File: config.mk
export PLATFORM = sky130hd
export DESIGN_NAME = urs_rx_sampler
export DESIGN_NICKNAME = d
export VERILOG_FILES = /design/src/common/urs_pkg.sv /design/src/design/urs_rx_sampler.sv
export VERILOG_INCLUDE_DIRS = /design/src /design/src/common
export SDC_FILE = /design/constraint.sdc
export NUM_CORES = 1
export LEC_CHECK = 0
export BUFFER_PORTS_ARGS = -buffer_cell sky130_fd_sc_hd__buf_2
export CAP_MARGIN = 0
export CORE_AREA = 2 2 100 102
export DETAILED_ROUTE_END_ITERATION = 7
export DIE_AREA = 0 0 102 104
export PLACE_DENSITY = 0.94
export REMOVE_ABC_BUFFERS = 1
export SETUP_SLACK_MARGIN = 0.02
export SYNTH_ARGS = -nofsm -noshare
export SYNTH_HDL_FRONTEND = slang
export SYNTH_SLANG_ARGS = --single-unit
File: constraint.sdc
create_clock -name clk -period 5.3 [get_ports clk]
set_clock_uncertainty 0.15 [all_clocks]
set_input_delay 0 -clock clk [delete_from_list [all_inputs] [get_ports clk]]
set_output_delay 0 -clock clk [all_outputs]
set_load 0.1 [all_outputs]
File: src/common/urs_defines.svh
// Operation
// - Sample the receive line on a tick running sixteen times the baud rate.
// - Resync the tick count after each start bit and each 1-to-0 bit change outside ticks 8 to 10.
// - Start search wants a 0 after three 1s; the edge starts counting to 16.
// - Start verified by ticks 3,5,7; one 1 sets noise; two or more reject.
// - A rejected start resets the tick count and restarts the search.
// - Data bit is the majority of ticks 8,9,10; disagreement sets noise.
// - Start-bit ticks 8 to 10 only add noise, never cancel the start bit.
// - Stop bit majority 0 sets framing error; disagreement sets noise.
// - A break character sets framing error like a missing stop bit.
// - Framing error rises in the same cycle as receive full.
// - A falling edge after a 1 bit realigns the tick count unless it lands on ticks 8 to 10.
// - A slow stop bit starting at tick 8 still receives cleanly.
// - A fast stop bit ending at tick 10 still receives cleanly.
// - Standby bit suppresses all receiver interrupt requests.
// - Address-mark wake: MSB 1 clears standby and sets receive full.
// - Idle wake: idle character clears standby, sets neither idle nor full.
// - Idle type decides whether the ones count starts after start or stop.
// - Idle wake: setting standby on an already idle line wakes at once.
// - Idle flag rises after 10 or 11 consecutive ones, per length.
// - Wake select 1 is address mark, 0 idle line; reset clears it.
// - Idle type 1 counts after the stop bit, 0 after the start bit.
// - Length bit set gives 9-bit characters, clear gives 8-bit.
`ifndef URS_DEFINES_SVH
`define URS_DEFINES_SVH

// ----------------------------------------------------------------
// Register map
// ----------------------------------------------------------------
`define URS_OFS_CTRL    8'h00
`define URS_OFS_STAT    8'h04
`define URS_OFS_DATA    8'h08
`define URS_OFS_BAUD    8'h0C

`define URS_CTRL_EN     0
`define URS_CTRL_LEN9   1
`define URS_CTRL_WAKE   2
`define URS_CTRL_IDLE_COUNT_START_SELECT   3
`define URS_CTRL_STBY   4

`define URS_STAT_FULL   0
`define URS_STAT_NOISE  1
`define URS_STAT_FRAME  2
`define URS_STAT_IDLE   3
`define URS_STAT_ACTIVE 4
`define URS_STAT_STBY   5

`define URS_CTRL_RST    5'h00
`define URS_BAUD_RST    16'h001A

// ----------------------------------------------------------------
// Oversample tick positions within a bit
// ----------------------------------------------------------------
`define URS_RT_FIRST    5'h01
`define URS_RT_V1       5'h03
`define URS_RT_V2       5'h05
`define URS_RT_V3       5'h07
`define URS_RT_S1       5'h08
`define URS_RT_S2       5'h09
`define URS_RT_S3       5'h0A
`define URS_RT_LAST     5'h10
`define URS_IDLE_TK8    8'hA0
`define URS_IDLE_TK9    8'hB0

`endif

File: src/common/urs_pkg.sv
package urs_pkg;

   typedef enum logic [1:0] {
      URS_SEARCH,
      URS_START,
      URS_DATA,
      URS_STOP
   } urs_state_t;

   typedef struct packed {
      logic       standby;
      logic       idleAfterStop;
      logic       wakeAddr;
      logic       lenNine;
      logic       enable;
   } urs_ctrl_t;

   typedef struct packed {
      logic       idle;
      logic       frame;
      logic       noise;
      logic       full;
   } urs_stat_t;

   typedef struct packed {
      logic        psel;
      logic        penable;
      logic        pwrite;
      logic [7:0]  paddr;
      logic [31:0] pwdata;
   } urs_apb_req_t;

   typedef struct packed {
      logic [31:0] prdata;
      logic        pready;
      logic        pslverr;
   } urs_apb_rsp_t;

   typedef struct packed {
      logic [2:0]  sync;
      logic        filt;
      logic [15:0] divCnt;
      urs_state_t  st;
      logic [4:0]  rt;
      logic [3:0]  bitIdx;
      logic [2:0]  hist;
      logic [2:0]  vote;
      logic [8:0]  shift;
      logic        noiseAcc;
      logic        lastOne;
      logic [7:0]  idleCnt;
      logic        idleDone;
      urs_ctrl_t   ctrl;
      logic [15:0] baud;
      urs_stat_t   stat;
      logic [8:0]  data;
      logic [31:0] rdata;
      logic        err;
   } urs_regs_t;

endpackage : urs_pkg

File: src/design/urs_rx_sampler.sv
// Chosen here: the placing of the registers and the APB slave port.
`timescale 1ns/1ps
`include "urs_defines.svh"

module urs_rx_sampler #(
   parameter logic [15:0] BAUD_DIV_RST = `URS_BAUD_RST
) (
   input  wire logic                  clk,         // 50 MHz clock
   input  wire logic                  rst_b,       // Sync reset, low
   input  wire urs_pkg::urs_apb_req_t apbReq,      // APB request
   output urs_pkg::urs_apb_rsp_t      apbRsp,      // APB response
   input  wire logic                  rxPin,       // Receive line
   output logic                       rxEventReq,  // Receiver request
   output logic                       rxActive     // Character in progress
);
   import urs_pkg::*;

   urs_regs_t s;
   urs_regs_t n;

   logic       tick;
   logic       smp;
   logic       fall;
   logic [4:0] cur;
   logic [2:0] v;
   logic       maj;
   logic       dis;
   logic       vOk;
   logic       commit;
   logic       msb;
   logic       idleEv;
   logic [7:0] idleLim;
   logic [3:0] stopIdx;
   logic       setup;
   logic       access;

   function automatic logic maj3(input logic [2:0] x);
      maj3 = (x[0] & x[1]) | (x[0] & x[2]) | (x[1] & x[2]);
   endfunction : maj3

   // ----------------------------------------------------------------
   // Combinational next state
   // ----------------------------------------------------------------
   always_comb
   begin
      n       = s;
      commit  = 1'b0;
      idleEv  = 1'b0;
      fall    = 1'b0;
      cur     = 5'h00;
      v       = 3'h0;
      maj     = 1'b0;
      dis     = 1'b0;
      vOk     = 1'b0;
      msb     = s.shift[8];
      stopIdx = s.ctrl.lenNine ? 4'hA : 4'h9;
      idleLim = s.ctrl.lenNine ? `URS_IDLE_TK9 : `URS_IDLE_TK8;
      setup   = apbReq.psel & ~apbReq.penable;
      access  = apbReq.psel & apbReq.penable;

      // Pin passes three flops; a change is taken once two and three agree
      n.sync = {s.sync[1:0], rxPin};
      if (s.sync[1] == s.sync[2])
      begin
         n.filt = s.sync[2];
      end
      smp = s.filt;

      // Oversample tick generator, sixteen ticks per bit
      tick = (s.divCnt == 16'h0000);
      n.divCnt = tick ? s.baud : s.divCnt - 16'h0001;

      if (!s.ctrl.enable)
      begin
         n.st       = URS_SEARCH;
         n.rt       = 5'h00;
         n.hist     = 3'h0;
         n.idleCnt  = 8'h00;
         n.idleDone = 1'b0;
      end
      else if (tick)
      begin
         n.hist = {s.hist[1:0], smp};
         fall   = s.hist[0] & ~smp;
         // ----------------------------------------------------------
         // Idle line detection
         // ----------------------------------------------------------
         if (!smp || (s.ctrl.idleAfterStop && s.st != URS_SEARCH))
         begin
            n.idleCnt = 8'h00;
            if (!smp)
            begin
               n.idleDone = 1'b0;
            end
         end
         else if (!s.idleDone)
         begin
            // Ones count; with IDLE_COUNT_START_SELECT clear the data and stop bits count
            n.idleCnt = s.idleCnt + 8'h01;
            if (n.idleCnt == idleLim)
            begin
               n.idleDone = 1'b1;
               idleEv     = 1'b1;
            end
         end

         // ----------------------------------------------------------
         // Start search and bit sampling
         // ----------------------------------------------------------
         if (s.st == URS_SEARCH)
         begin
            if (s.hist == 3'b111 && !smp)
            begin
               n.st       = URS_START;
               n.rt       = `URS_RT_FIRST;
               n.bitIdx   = 4'h0;
               n.noiseAcc = 1'b0;
               n.lastOne  = 1'b0;
               n.shift    = 9'h000;
            end
         end
         else
         begin
            cur = (s.rt == `URS_RT_LAST) ? `URS_RT_FIRST : s.rt + 5'h01;
            if (s.rt == `URS_RT_LAST)
            begin
               n.bitIdx = s.bitIdx + 4'h1;
            end
            // Edge after a 1 bit realigns the count to the bit start
            if (s.lastOne && fall && s.st != URS_START)
            begin
               if (cur > `URS_RT_S3 && s.rt != `URS_RT_LAST)
               begin
                  n.bitIdx = s.bitIdx + 4'h1;
               end
               if (cur > `URS_RT_S3 || cur < `URS_RT_S1)
               begin
                  cur = `URS_RT_FIRST;
               end
            end
            n.rt = cur;
            if (cur == `URS_RT_FIRST)
            begin
               n.st = (n.bitIdx == stopIdx) ? URS_STOP : URS_DATA;
            end
            v = {s.vote[1:0], smp};
            if (cur == `URS_RT_V1 || cur == `URS_RT_V2 ||
                cur == `URS_RT_S1 || cur == `URS_RT_S2)
            begin
               n.vote = v;
            end
            maj = maj3(v);
            dis = (|v) & ~(&v);
            vOk = ~maj;
            if (s.st == URS_START && cur == `URS_RT_V3)
            begin
               if (vOk)
               begin
                  n.noiseAcc = |v;
               end
               else
               begin
                  n.st = URS_SEARCH;
                  n.rt = 5'h00;
               end
            end
            if (cur == `URS_RT_S3)
            begin
               case (s.st)
                  URS_START:
                  begin
                     // Late start samples add noise only
                     n.noiseAcc = s.noiseAcc | (|v);
                  end
                  URS_DATA:
                  begin
                     n.shift    = {maj, s.shift[8:1]};
                     n.noiseAcc = s.noiseAcc | dis;
                     n.lastOne  = maj;
                  end
                  URS_STOP:
                  begin
                     // Leave at tick 10 so a short stop bit still passes
                     commit = 1'b1;
                     n.st   = URS_SEARCH;
                     n.rt   = 5'h00;
                  end
                  default:
                  begin
                     n.st = URS_SEARCH;
                  end
               endcase
            end
         end
      end

      // ----------------------------------------------------------------
      // Register bus
      // ----------------------------------------------------------------
      if (setup)
      begin
         n.err   = 1'b0;
         n.rdata = 32'h0000_0000;
         if (apbReq.paddr == `URS_OFS_CTRL)
         begin
            n.rdata[4:0] = s.ctrl;
         end
         else if (apbReq.paddr == `URS_OFS_STAT)
         begin
            n.rdata[`URS_STAT_FULL]   = s.stat.full;
            n.rdata[`URS_STAT_NOISE]  = s.stat.noise;
            n.rdata[`URS_STAT_FRAME]  = s.stat.frame;
            n.rdata[`URS_STAT_IDLE]   = s.stat.idle;
            n.rdata[`URS_STAT_ACTIVE] = (s.st != URS_SEARCH);
            n.rdata[`URS_STAT_STBY]   = s.ctrl.standby;
         end
         else if (apbReq.paddr == `URS_OFS_DATA)
         begin
            n.rdata[8:0] = s.data;
         end
         else if (apbReq.paddr == `URS_OFS_BAUD)
         begin
            n.rdata[15:0] = s.baud;
         end
         else
         begin
            n.err = 1'b1;
         end
      end

      // Software effects first, hardware sets after them so sets win
      if (access && !s.err)
      begin
         if (apbReq.pwrite && apbReq.paddr == `URS_OFS_CTRL)
         begin
            n.ctrl.enable        = apbReq.pwdata[`URS_CTRL_EN];
            n.ctrl.lenNine       = apbReq.pwdata[`URS_CTRL_LEN9];
            n.ctrl.wakeAddr      = apbReq.pwdata[`URS_CTRL_WAKE];
            n.ctrl.idleAfterStop = apbReq.pwdata[`URS_CTRL_IDLE_COUNT_START_SELECT];
            n.ctrl.standby       = apbReq.pwdata[`URS_CTRL_STBY];
         end
         else if (apbReq.pwrite && apbReq.paddr == `URS_OFS_STAT)
         begin
            if (apbReq.pwdata[`URS_STAT_NOISE])
            begin
               n.stat.noise = 1'b0;
            end
            if (apbReq.pwdata[`URS_STAT_FRAME])
            begin
               n.stat.frame = 1'b0;
            end
            if (apbReq.pwdata[`URS_STAT_IDLE])
            begin
               n.stat.idle = 1'b0;
            end
         end
         else if (apbReq.pwrite && apbReq.paddr == `URS_OFS_BAUD)
         begin
            n.baud = apbReq.pwdata[15:0];
         end
         else if (!apbReq.pwrite && apbReq.paddr == `URS_OFS_DATA)
         begin
            n.stat.full = 1'b0;
         end
      end

      // ----------------------------------------------------------------
      // Character hand-over and wakeup
      // ----------------------------------------------------------------
      if (commit)
      begin
         if (!s.ctrl.standby || (s.ctrl.wakeAddr && msb))
         begin
            // Break gives all zeros: data cleared, stop 0 flags framing
            n.data       = s.ctrl.lenNine ? s.shift : {1'b0, s.shift[8:1]};
            n.stat.full  = 1'b1;
            n.stat.frame = n.stat.frame | ~maj;
            n.stat.noise = n.stat.noise | s.noiseAcc | dis;
            if (s.ctrl.standby)
            begin
               n.ctrl.standby = 1'b0;
            end
         end
      end
      if (idleEv)
      begin
         if (s.ctrl.standby && !s.ctrl.wakeAddr)
         begin
            n.ctrl.standby = 1'b0;
         end
         else if (!s.ctrl.standby)
         begin
            n.stat.idle = 1'b1;
         end
      end
      // Standby on a line already idle ends at once
      if (s.ctrl.standby && !s.ctrl.wakeAddr && s.idleDone)
      begin
         n.ctrl.standby = 1'b0;
      end
   end

   // ----------------------------------------------------------------
   // State register
   // ----------------------------------------------------------------
   always_ff @(posedge clk)
   begin
      if (!rst_b)
      begin
         s        <= '0;
         s.sync   <= 3'h7;
         s.filt   <= 1'b1;
         s.hist   <= 3'h0;
         s.st     <= URS_SEARCH;
         s.ctrl   <= `URS_CTRL_RST;
         s.baud   <= BAUD_DIV_RST;
      end
      else
      begin
         s <= n;
      end
   end

   // Standby holds back every receiver request
   assign rxEventReq = ~s.ctrl.standby &
                       (s.stat.full | s.stat.idle |
                        s.stat.noise | s.stat.frame);
   assign rxActive   = (s.st != URS_SEARCH);
   assign apbRsp.prdata  = s.rdata;
   assign apbRsp.pready  = access;
   assign apbRsp.pslverr = access & s.err;
endmodule : urs_rx_sampler

=== Yosys cells after proc, flatten, opt, wreduce, memory -nomap -nowiden ===
Cells that the tools add are included.

* Memories: 0
* Input port bits: 46
* Bits in read-only memories: 0
* Flip-flop bits (word level): 107
* Word-level logic and storage cells: 213
* Latch bits: 0
* Output and inout port bits: 36
* Bits in writable memories: 0

* Reduce and logical (&&, ||, !) cells: 45
* Mux-type cells: 85
* Magnitude comparators: 2
* Bitwise operators: 28
* Equal/unequal tests: 23
* Multiply operators: 0
* Shift operators: 0
* Add/subtract/negate cells: 4
* Div/mod/pow operators: 0

{| class="wikitable"
|+ Operators by type and width
! operator !! number
|-
| 11-bit two-way mux || 6
|-
| 16-bit two-way mux || 4
|-
| 5-bit two-way mux || 10
|-
| 9-bit two-way mux || 5
|-
| 1-bit two-way mux || 39
|-
| 7-bit two-way mux || 4
|-
| 25-bit two-way mux || 1
|-
| 12-bit two-way mux || 2
|-
| 4-bit two-way mux || 6
|-
| 20-bit two-way mux || 1
|-
| 8-bit by 4-bit equality test with 1-bit output (second input constant) || 2
|-
| 16-bit zero test || 1
|-
| 16-bit by 1-bit subtractor with 16-bit output (second input constant) || 1
|-
| 5-bit by 4-bit equality test with 1-bit output (second input constant) || 3
|-
| 1-bit logical AND || 14
|-
| 2-bit AND reduction || 6
|-
| 5-bit by 3-bit equality test with 1-bit output (second input constant) || 2
|-
| 10-bit two-way mux || 1
|-
| 1-bit bitwise OR || 10
|-
| 1-bit bitwise AND || 9
|-
| 1-bit inverter || 9
|-
| 8-bit by 1-bit adder with 8-bit output (second input constant) || 1
|-
| 8-bit by 3-bit equality test with 1-bit output (second input constant) || 1
|-
| 8-bit equality test || 1
|-
| other kinds (29) || 48
|}

=== Depth between registers and ports, before layout ===
Gate-level depths: netlist of run 1.

* Depth after elaboration: 17
* Depth in mapped cells: 12

=== Worst setup path after synthesis of run 1 ===
OpenSTA, ideal clock, no wires.

* Path kind: register -> register
* From: reg s[98] in the netlist's numbering
* To: reg s[87] in the netlist's numbering
* Period minus slack after synthesis: 2.808 ns
* Cell stages (with the launch flop): 10
* Data required time: 5.034 ns
* Setup slack: 2.492 ns
* Setup time: 0.116 ns
* Arrival time: 2.542 ns
* Path through: dfxtp_1 > ha_1 > nand2_1 > mux4_2 > or3_4 > a21o_1 > a211o_1 > a211oi_2 > mux2i_1 > nor2b_1

* Word-level cells in the longest chain between the ends: 14
* Elaborated cells on any way between the ends: 19
* Classes of those cells: add/sub: 1; order compare: 2; eq/ne: 5; mux: 6; reduce/logical: 5

{| class="wikitable"
|+ Ends and longest elaborated chain
! element !! line !! RTL
|-
| start, declared || urs_rx_sampler.sv:18 || <nowiki>urs_regs_t s;</nowiki>
|-
| start signal, assigned || urs_rx_sampler.sv:320 || <nowiki>s <= n;</nowiki>
|-
| 5-bit by 1-bit adder with 5-bit output or 5-bit equality test (tied branches) || n/a ||
|-
| 5-bit two-way mux * || urs_rx_sampler.sv:124 || <nowiki>cur = (s.rt == `URS_RT_LAST) ? `URS_RT_FIRST : s.rt + 5'h01;</nowiki>
|-
| 5-bit by 4-bit > comparator with 1-bit output (no line) or 5-bit by 4-bit less-than comparator with 1-bit output (tied branches) || n/a ||
|-
| 1-bit logical OR (no line) || n/a ||
|-
| 5-bit two-way mux || urs_rx_sampler.sv:136 || <nowiki>if (cur > `URS_RT_S3 || cur < `URS_RT_S1)</nowiki>
|-
| 5-bit two-way mux * || urs_rx_sampler.sv:130 || <nowiki>if (s.lastOne && fall && s.st != URS_START)</nowiki>
|-
| 5-bit two-way mux * || urs_rx_sampler.sv:110 || <nowiki>if (s.st == URS_SEARCH)</nowiki>
|-
| 5-bit two-way mux * || urs_rx_sampler.sv:81 || <nowiki>else if (tick)</nowiki>
|-
| 5-bit two-way mux * || urs_rx_sampler.sv:73 || <nowiki>if (!s.ctrl.enable)</nowiki>
|-
| 5-bit by 2-bit equality test with 1-bit output (no line) or 5-bit by 3-bit equality test with 1-bit output (tied branches) || n/a ||
|-
| 1-bit logical OR (no line) (2 in a row) || n/a ||
|-
| 1-bit logical OR (no line) * || n/a ||
|-
| 4-bit AND reduction (no line) * || n/a ||
|}

Mark *: on every way between the ends. The rest lies on a longest branch, timed or not. The select of a mux whose other input is x is not followed.
A chain may end at the register's enable or synchronous reset.

=== Worst setup path in the final report of run 1 ===
* From: reg s[104] in the netlist's numbering
* To: reg s[44] in the netlist's numbering

* Word-level cells in the longest chain between the ends: 7
* Elaborated cells on any way between the ends: 9
* Classes of those cells: mux: 6; bitwise: 2; reduce/logical: 1

{| class="wikitable"
|+ Ends and longest elaborated chain
! element !! line !! RTL
|-
| 16-bit zero test * || urs_rx_sampler.sv:70 || <nowiki>tick = (s.divCnt == 16'h0000);</nowiki>
|-
| 1-bit two-way mux || urs_rx_sampler.sv:81 ||
|-
| 1-bit two-way mux || urs_rx_sampler.sv:73 ||
|-
| 1-bit inverter || urs_rx_sampler.sv:277 || <nowiki>n.stat.frame = n.stat.frame | ~maj;</nowiki>
|-
| 1-bit bitwise OR || urs_rx_sampler.sv:277 ||
|-
| 12-bit two-way mux || urs_rx_sampler.sv:272 || <nowiki>if (!s.ctrl.standby || (s.ctrl.wakeAddr && msb))</nowiki>
|-
| 12-bit two-way mux * || urs_rx_sampler.sv:270 || <nowiki>if (commit)</nowiki>
|}

Mark *: on every way between the ends. The rest lies on a longest branch, timed or not.

==> flow_summary.yaml, run 1 <==
run_status:
  status: "finished clean"
global_routing:
  grtUsageTotal_pct: 26.7
  grt_pass1_wl_mm: 23.0
  overflow: 0
  antenna_found_initial: 0
  first_global_vias: 4946
  grt_max_degree: 43
floorplanning:
  chipHeight_um: 104
  initial_core_util_pct: 59.1
  num_rows: 36
  coreArea_um2: 9550
  dieArea_um2: 10600
  dieWidth_um: 102
  ios: 82
sta:
  hold_violations: 0
  rsz0062_at_grt: "false"
  report.final.slew_viol_count: 0
  period_needed_ns: 3.90
  worst_slack_ns: 1.40
  max_slew.worst_pin.slew_ns: 1.17
  slew_headroom_pct: 21.5
  finalSetupViolCount: 0
  max_freq_mhz: 256
  fin_tns_setup_ns: 0
  fin_crit_sh_pct: 73.6
setup_path:
  reg2reg_from: "s[104]$_SDFF_PN0_"
  crit_chain: "inv_1 -> ha_1 -> nand4b_1 -> or3_1 -> nor2_4 -> nand2_4 -> a211oi_2 -> a22oi_1 -> nor2b_1"
  path_depth: 9
  cp_slowest_cell: "a211oi_2"
  timing.rr.end: "s[44]$_SDFF_PN0_"
  end_kind: "flip-flop"
  crit_buf_inv: 1
  r2r_cells: 9
  path_delay_family: "simple AND/OR/NAND/NOR gates"
  cp_data_arrival_time_ns: 4.06
  crit_type: "reg2reg"
  r2r_setup_slack_ns: 1.40
  crit_start: "s[104]$_SDFF_PN0_"
  slowest_delay_ns: 0.98
  worstPathRequired_ns: 5.46
  worst_setup_path_start_kind: "flip-flop"
  crit_path_max_fanout: 23
  crit_end: "s[44]$_SDFF_PN0_"
power:
  powerDensity_nw_per_um2: 306
  ir_drop_mv: 0.206
  internal-power_w: 0.00122
  switchingPower_w: 0.000645
  pwr-share-clk_pct: 24.2
  comb_power_share_pct: 27.7
  pwr-share-seq_pct: 48.1
  p_leak_nw: 2.52
  swShare_pct: 34.6
placed_design:
  pre_cts_ws_ns: 1.52
  place_congestion: 0.970
  dp_hpwl_mm: 9.24
  portBuffers: 49
clock_network:
  cts_buffers: 9
  cts.repair.resized: 0
  root_buffer: "clkbuf_8"
  clock-sinks: 106
  cts_buffer_depth: 2
  clkSlewWorstSetupHoldPaths_ns: 0.10
  cts.htree.levels: 3
  cts_tree: "done"
  clk_latency_ns: 0.37
final_layout:
  syn2layout_area_growth_pct: 8.19
  fin_nets: 743
  layout_common_cells: "106 x dfxtp_1, 103 x nand2_1, 49 x buf_2"
  layout_commonest_cell: "dfxtp_1"
  n_antenna_cell: 0
  drive_above_1_share_pct: 12.3
  final_util_pct: 63.9
synth:
  synthesis.area_um2: 5640
  synth_top_family_by_area: "simple AND/OR/NAND/NOR gates"
  synthXorXnorAreaFrac_pct: 2.64
  synth-seq-cells: 106
  synthDistinctLibCells: 69
  yosys-mux-area-fraction_pct: 6.17
  synth_fa_ha_area_share_pct: 2.22
  syn_avg_cell_area_um2: 8.62
  synth_ff_type: "dfxtp_1"
  synth_edf_count: 0
  synth-simple-area-share_pct: 23.7
  synth_compound_area_share_pct: 19.3
  synth_cells: 654
  yosysWarnings: 0
  ys_seq_area_share_pct: 37.6
  async_flop_share_pct: 0
drt:
  drt-total-wl_mm: 14.0
  wl_per_cell_um: 17.0
  firstDrtPassIters: 5
  ant_nets: 0
  dr_total_vias: 5033
  drc: 0
  drt-vias-per-instance: 6.12
  drt_iter0_markers: 558
min_path:
  holdCritPathClass: "in2reg"
run:
  maxCapViolations: 0
[how the worst min path moves through the flow]
stage | start | to | slack [ns] | depth (start not counted)
global placement | rxPin | n[122]$_SDFF_PN1_ | 0.03 | 2
detailed placement | rxPin | n[122]$_SDFF_PN1_ | 0.04 | 2
global route | apbReq[36] | apbRsp[2]$_SDFFE_PN0P_ | 0.04 | 5
finish | apbReq[36] | apbRsp[2]$_SDFFE_PN0P_ | 0.04 | 5
floorplan | rst_b | s[47]$_SDFFE_PN1P_ | -0.08 | 1
CTS | apbReq[36] | apbRsp[2]$_SDFFE_PN0P_ | 0.02 | 5
[layout make-up]
type | count | area, µm²
fillers | 717 | 3450
repair buffers | 74 | 490
clock inverters | 3 | 25.0
flip-flops and latches | 106 | 2120
clock buffers | 11 | 141
multi-input cells | 482 | 3100
well taps | 133 | 166
inverters | 14 | 52.6
[cell usage after synthesis (8+ instances only)]
cell        n  area share (%)
dfxtp_1   106              38
nand2_1   103             6.9
buf_4      34             4.5
nor2_1     33             2.2
a21oi_1    30             2.7
nor2b_1    29             3.2
nand3_1    25             2.2
clkbuf_1   24             1.6
o211a_1    22             3.9
mux2i_1    19             3.4
o21ai_0    19             1.7
a22oi_1    14             1.9
inv_1      14            0.93
nor3_1     14             1.2
a21boi_0   13             1.7
a22o_1     10             1.6
ha_1       10             2.2
xor2_1     10             1.6
and2_1      8            0.89
[state kept, by name (all words and copies together), names as in the netlist]
register and cells:
n 2, s 86, apbRsp 16, msb 1, smp 1
[per-stage QoR]
stage / hold slack (ns) / instances / power [W] / cell area, µm²
2_1_floorplan: -0.0782 / 602 / 0.00128 / 5280
3_3_place_gp: 0.0339 / 786 / 0.00136 / 5710
3_5_place_dp: 0.0368 / 786 / 0.00140 / 5710
4_1_cts: 0.0191 / 823 / 0.00185 / 6100
5_1_grt: 0.0409 / 823 / 0.00195 / 6100
6_report: 0.0361 / 823 / 0.00187 / 6100
[power by group through the flow]
| stage | Sequential (W) | Combinational, W | Clock (W) |
|---|---|---|---|
| finish | 0.000899 | 0.000517 | 0.000451 |
| global route | 0.000904 | 0.000558 | 0.000483 |
| CTS | 0.000897 | 0.000504 | 0.000449 |
| detailed placement | 0.000915 | 0.000483 | 0 |
| global placement | 0.000907 | 0.000457 | 0 |
| floorplan | 0.000904 | 0.000381 | 0 |
[per-layer routing]
metal  GRT usage (%)  up-vias  wire, µm
met2            43.8      264      6900
met4            12.2        0       473
met5               0        -         0
li1                -     2326         -
met3            5.98       56      1080
met1            33.0     2387      5560
[cell families after synthesis]
logic type | count (synthesis)
simple gates | 263
compound gates | 149
flops | 106
buf+inv | 81
mux | 27
xor+xnor | 17
fa+ha+maj | 10
other cells | 1
[timing repair]
item                                   CTS  global route
hold buffers                            23             0
endpoints found under the hold margin   27             0
setup endpoints to repair                0             0
buffers inserted                         0             0
[worst register-to-register path: cells and delay by family (launching register included)]
family          cells  cell delay [ns]
compound gates      2             1.21
fa+ha+maj           1             0.21
buf+inv             1             0.08
flops               1             0.35
simple gates        5             1.85
(Power assumes the default switching activity.)
==> run 2: changes to the inputs <==
--- a/config.mk
+++ b/config.mk
@@ -6,12 +6,13 @@
 export SDC_FILE = /design/constraint.sdc
 export NUM_CORES = 1
 export LEC_CHECK = 0
+export ABC_AREA = 1
 export BUFFER_PORTS_ARGS = -buffer_cell sky130_fd_sc_hd__buf_2
 export CAP_MARGIN = 0
-export CORE_AREA = 2 2 100 102
+export CORE_AREA = 2 2 107 109
 export DETAILED_ROUTE_END_ITERATION = 7
-export DIE_AREA = 0 0 102 104
-export PLACE_DENSITY = 0.94
+export DIE_AREA = 0 0 109 111
+export PLACE_DENSITY = 0.88
 export REMOVE_ABC_BUFFERS = 1
 export SETUP_SLACK_MARGIN = 0.02
 export SYNTH_ARGS = -nofsm -noshare
==> constraint.sdc (replaced) <==
create_clock -name clk -period 3.4 [get_ports clk]
set_clock_uncertainty 0.15 [all_clocks]
set_input_delay 0 -clock clk [delete_from_list [all_inputs] [get_ports clk]]
set_output_delay 0 -clock clk [all_outputs]
set_load 0.1 [all_outputs]
==> run 2 against run 1 <==
Utilization down 6.9 points. Final area is 3.4% higher. Synthesized area is 0.67% lower. Non-clock buffer count up 5. Die area rose by 14%. Largest power group unchanged.
==> flow_summary.yaml, run 2 <==
final_layout:
  layout_common_cells: "134 x nand2_1, 106 x dfxtp_1, 97 x inv_1"
  layout_commonest_cell: "nand2_1"
  final_cell_area_um2: 6310
  fin_nets: 878
  regMostFlops: "s"
  largest_reg_flops: 86
  drive_above_1_share_pct: 14.4
  n_antenna_cell: 0
  syn2layout_area_growth_pct: 12.7
sta:
  max_slew.worst_pin.slew_ns: 0.987
  finalSetupViolCount: 0
  worst_slack_ns: 0.912
  hold_violations: 0
  period_needed_ns: 2.49
  fin_tns_setup_ns: 0
  max_freq_mhz: 402
  slew_headroom_pct: 33.6
  rsz0062_at_grt: "false"
  report.final.slew_viol_count: 0
  fin_crit_sh_pct: 73.2
global_routing:
  first_global_vias: 4944
  use_met1_pct: 29.8
  grt_pass1_wl_mm: 22.9
  antenna_found_initial: 0
  grt-busiest-layer: "met2"
  gr-usage-met3_pct: 4.00
  overflow: 0
  grt_max_degree: 28
  grt_util_met2_pct: 38.0
  grtUsageTotal_pct: 23.4
drt:
  drc: 0
  drt-total-wl_mm: 13.6
  firstDrtPassIters: 5
  dr_total_vias: 5286
  ant_nets: 0
  drt_iter0_markers: 521
  wl_per_cell_um: 14.0
  drt-vias-per-instance: 5.45
run:
  maxCapViolations: 0
clock_network:
  cts_setup_buffers: 0
  clock-sinks: 106
  clk_latency_ns: 0.35
  cts_buffers: 9
  cts_buffer_depth: 2
  cts_tree: "done"
  clkSlewWorstSetupHoldPaths_ns: 0.07
  cts.htree.levels: 3
  root_buffer: "clkbuf_16"
floorplanning:
  dieArea_um2: 12100
  coreArea_um2: 11100
  dieWidth_um: 109
  ios: 82
  chipHeight_um: 111
  initial_core_util_pct: 50.6
  num_rows: 39
synth:
  synth_cells: 771
  ys_seq_area_share_pct: 37.9
  synth_most_common_cell: "nand2_1"
  synth-seq-cells: 106
  synth_area_leaders: "dfxtp_1 38%, nand2_1 9.0%, a21oi_1 6.7%"
  synth_ff_type: "dfxtp_1"
  yosysTopAreaCell: "dfxtp_1"
  synthDistinctLibCells: 55
  synth_top_area_share_pct: 37.9
  yosysWarnings: 0
  synthesis.area_um2: 5600
  syn_avg_cell_area_um2: 7.27
  async_flop_share_pct: 0
  synth_edf_count: 0
  ys_top_cells_by_count: "134 x nand2_1, 106 x dfxtp_1, 97 x inv_1"
placed_design:
  pre_cts_ws_ns: 0.941
  place_congestion: 0.926
  dp_hpwl_mm: 9.09
  placed_cell_area_um2: 5770
  portBuffers: 49
power:
  pwr-share-seq_pct: 42.5
  switchingPower_w: 0.00111
  powerDensity_nw_per_um2: 523
  p_leak_nw: 2.59
  comb_power_share_pct: 25.3
  ir_drop_mv: 0.476
  pwr-share-clk_pct: 32.3
  power_w: 0.00330
  swShare_pct: 33.7
  internal-power_w: 0.00219
setup_path:
  crit_type: "reg2reg"
  slowest_delay_ns: 0.45
  crit_chain: "inv_1 -> ha_1 -> nand2_1 -> inv_1 -> nand2_4 -> nand3_1 -> nand3_2 -> nor2_4 -> nor2_1 -> nor2_1 -> nor2_1 -> nand3b_1 -> a21oi_1 -> nand2_1 -> a21oi_1"
  crit_path_max_fanout: 8
  timing.rr.end: "s[102]$_SDFFE_PN0P_"
  r2r_setup_slack_ns: 0.91
  worst_setup_path_start_kind: "flip-flop"
  worstPathRequired_ns: 3.53
  crit_start: "s[97]$_SDFFE_PN0P_"
  r2r_cells: 15
  cp_data_arrival_time_ns: 2.62
  end_kind: "flip-flop"
  reg2reg_from: "s[97]$_SDFFE_PN0P_"
  cp_slowest_cell: "dfxtp_1"
  crit_end: "s[102]$_SDFFE_PN0P_"
  cpMostUsedCell: "nor2_1"
min_path:
  holdCritPathClass: "in2reg"
run_status:
  status: "finished clean"
## run 2: cell types whose count changed in the layout (fill, tap and decap cells not counted), sizes merged, moves of 19 or more
cell	change
inv	+86
o21ai	+48
a21oi	+48
nor2b	-29
mux2i	-19
o211a	-21
a21boi	-20
nand2	+36
nor2	+49
## run 2: metal layers
metal  up-vias  wire length (µm)
li1       2600                 -
met1      2393              5600
met2       239              6390
met3        54              1010
met4         0               566
met5         -                 0
## run 2: critical path: cells and delay by family, from the launching register on
family | cells | cell delay (ns)
AOI/OAI and AO/OA | 2 | 0.29
adders and majority gates | 1 | 0.20
buffers and inverters | 2 | 0.17
DFF | 1 | 0.45
and+or+nand+nor | 10 | 1.16
## run 2: repair_timing
item                      in CTS  in global routing
hold endpoints to repair      44                  0
gates resized for setup        0                  0
hold buffers                  24                  0
## run 2: per-stage QoR
stage / cells / hold WS [ns] / utilization [%]
after CTS: 970 / 0.00774 / 57.0
after detailed placement: 930 / 0.0426 / 52.1
after floorplan: 732 / -0.0434 / -
after global routing: 970 / 0.0592 / 57.0
final: 970 / 0.0610 / 57.0
after global placement: 930 / 0.0364 / 52.1
## run 2: worst min-delay path by stage
stage / slack [ns] / to / start / depth (start not counted)
floorplan: -0.04 / n[122]$_SDFF_PN1_ / rxPin / 1
CTS: 0.008 / s[42]$_SDFF_PN0_ / apbReq[34] / 5
finish: 0.06 / s[42]$_SDFF_PN0_ / apbReq[34] / 5
global route: 0.06 / s[42]$_SDFF_PN0_ / apbReq[34] / 5
detailed placement: 0.04 / n[122]$_SDFF_PN1_ / rxPin / 2
global placement: 0.04 / n[122]$_SDFF_PN1_ / rxPin / 2
## run 2: cell type report
class                      instances  area [µm²]
clock buffer                      11         243
clock inverter                     5        60.1
fill                             963        4760
inverter                         105         400
multi-input combinational        521        2780
sequential                       106        2120
tap                              143         179
timing repair buffer              79         531
## run 2: logic make-up (layout without fill, tap and decap cells)
group	count (synthesis)	count (layout)	synth area share [%]
simple gates	297	297	24.7
compound gates	188	188	20.0
buf+inv	159	200	13.6
flops	106	106	37.9
fa+ha+maj	10	10	2.23
xor+xnor	10	10	1.56
other cells	1	16	0.0669
## run 2: power groups by stage
stage | Sequential, W | Combinational, W | Clock [W]
final | 0.00140 | 0.000835 | 0.00107
after global routing | 0.00141 | 0.000936 | 0.00112
after CTS | 0.00140 | 0.000825 | 0.00107
after detailed placement | 0.00143 | 0.000795 | 0
after global placement | 0.00142 | 0.000777 | 0
after floorplan | 0.00141 | 0.000638 | 0
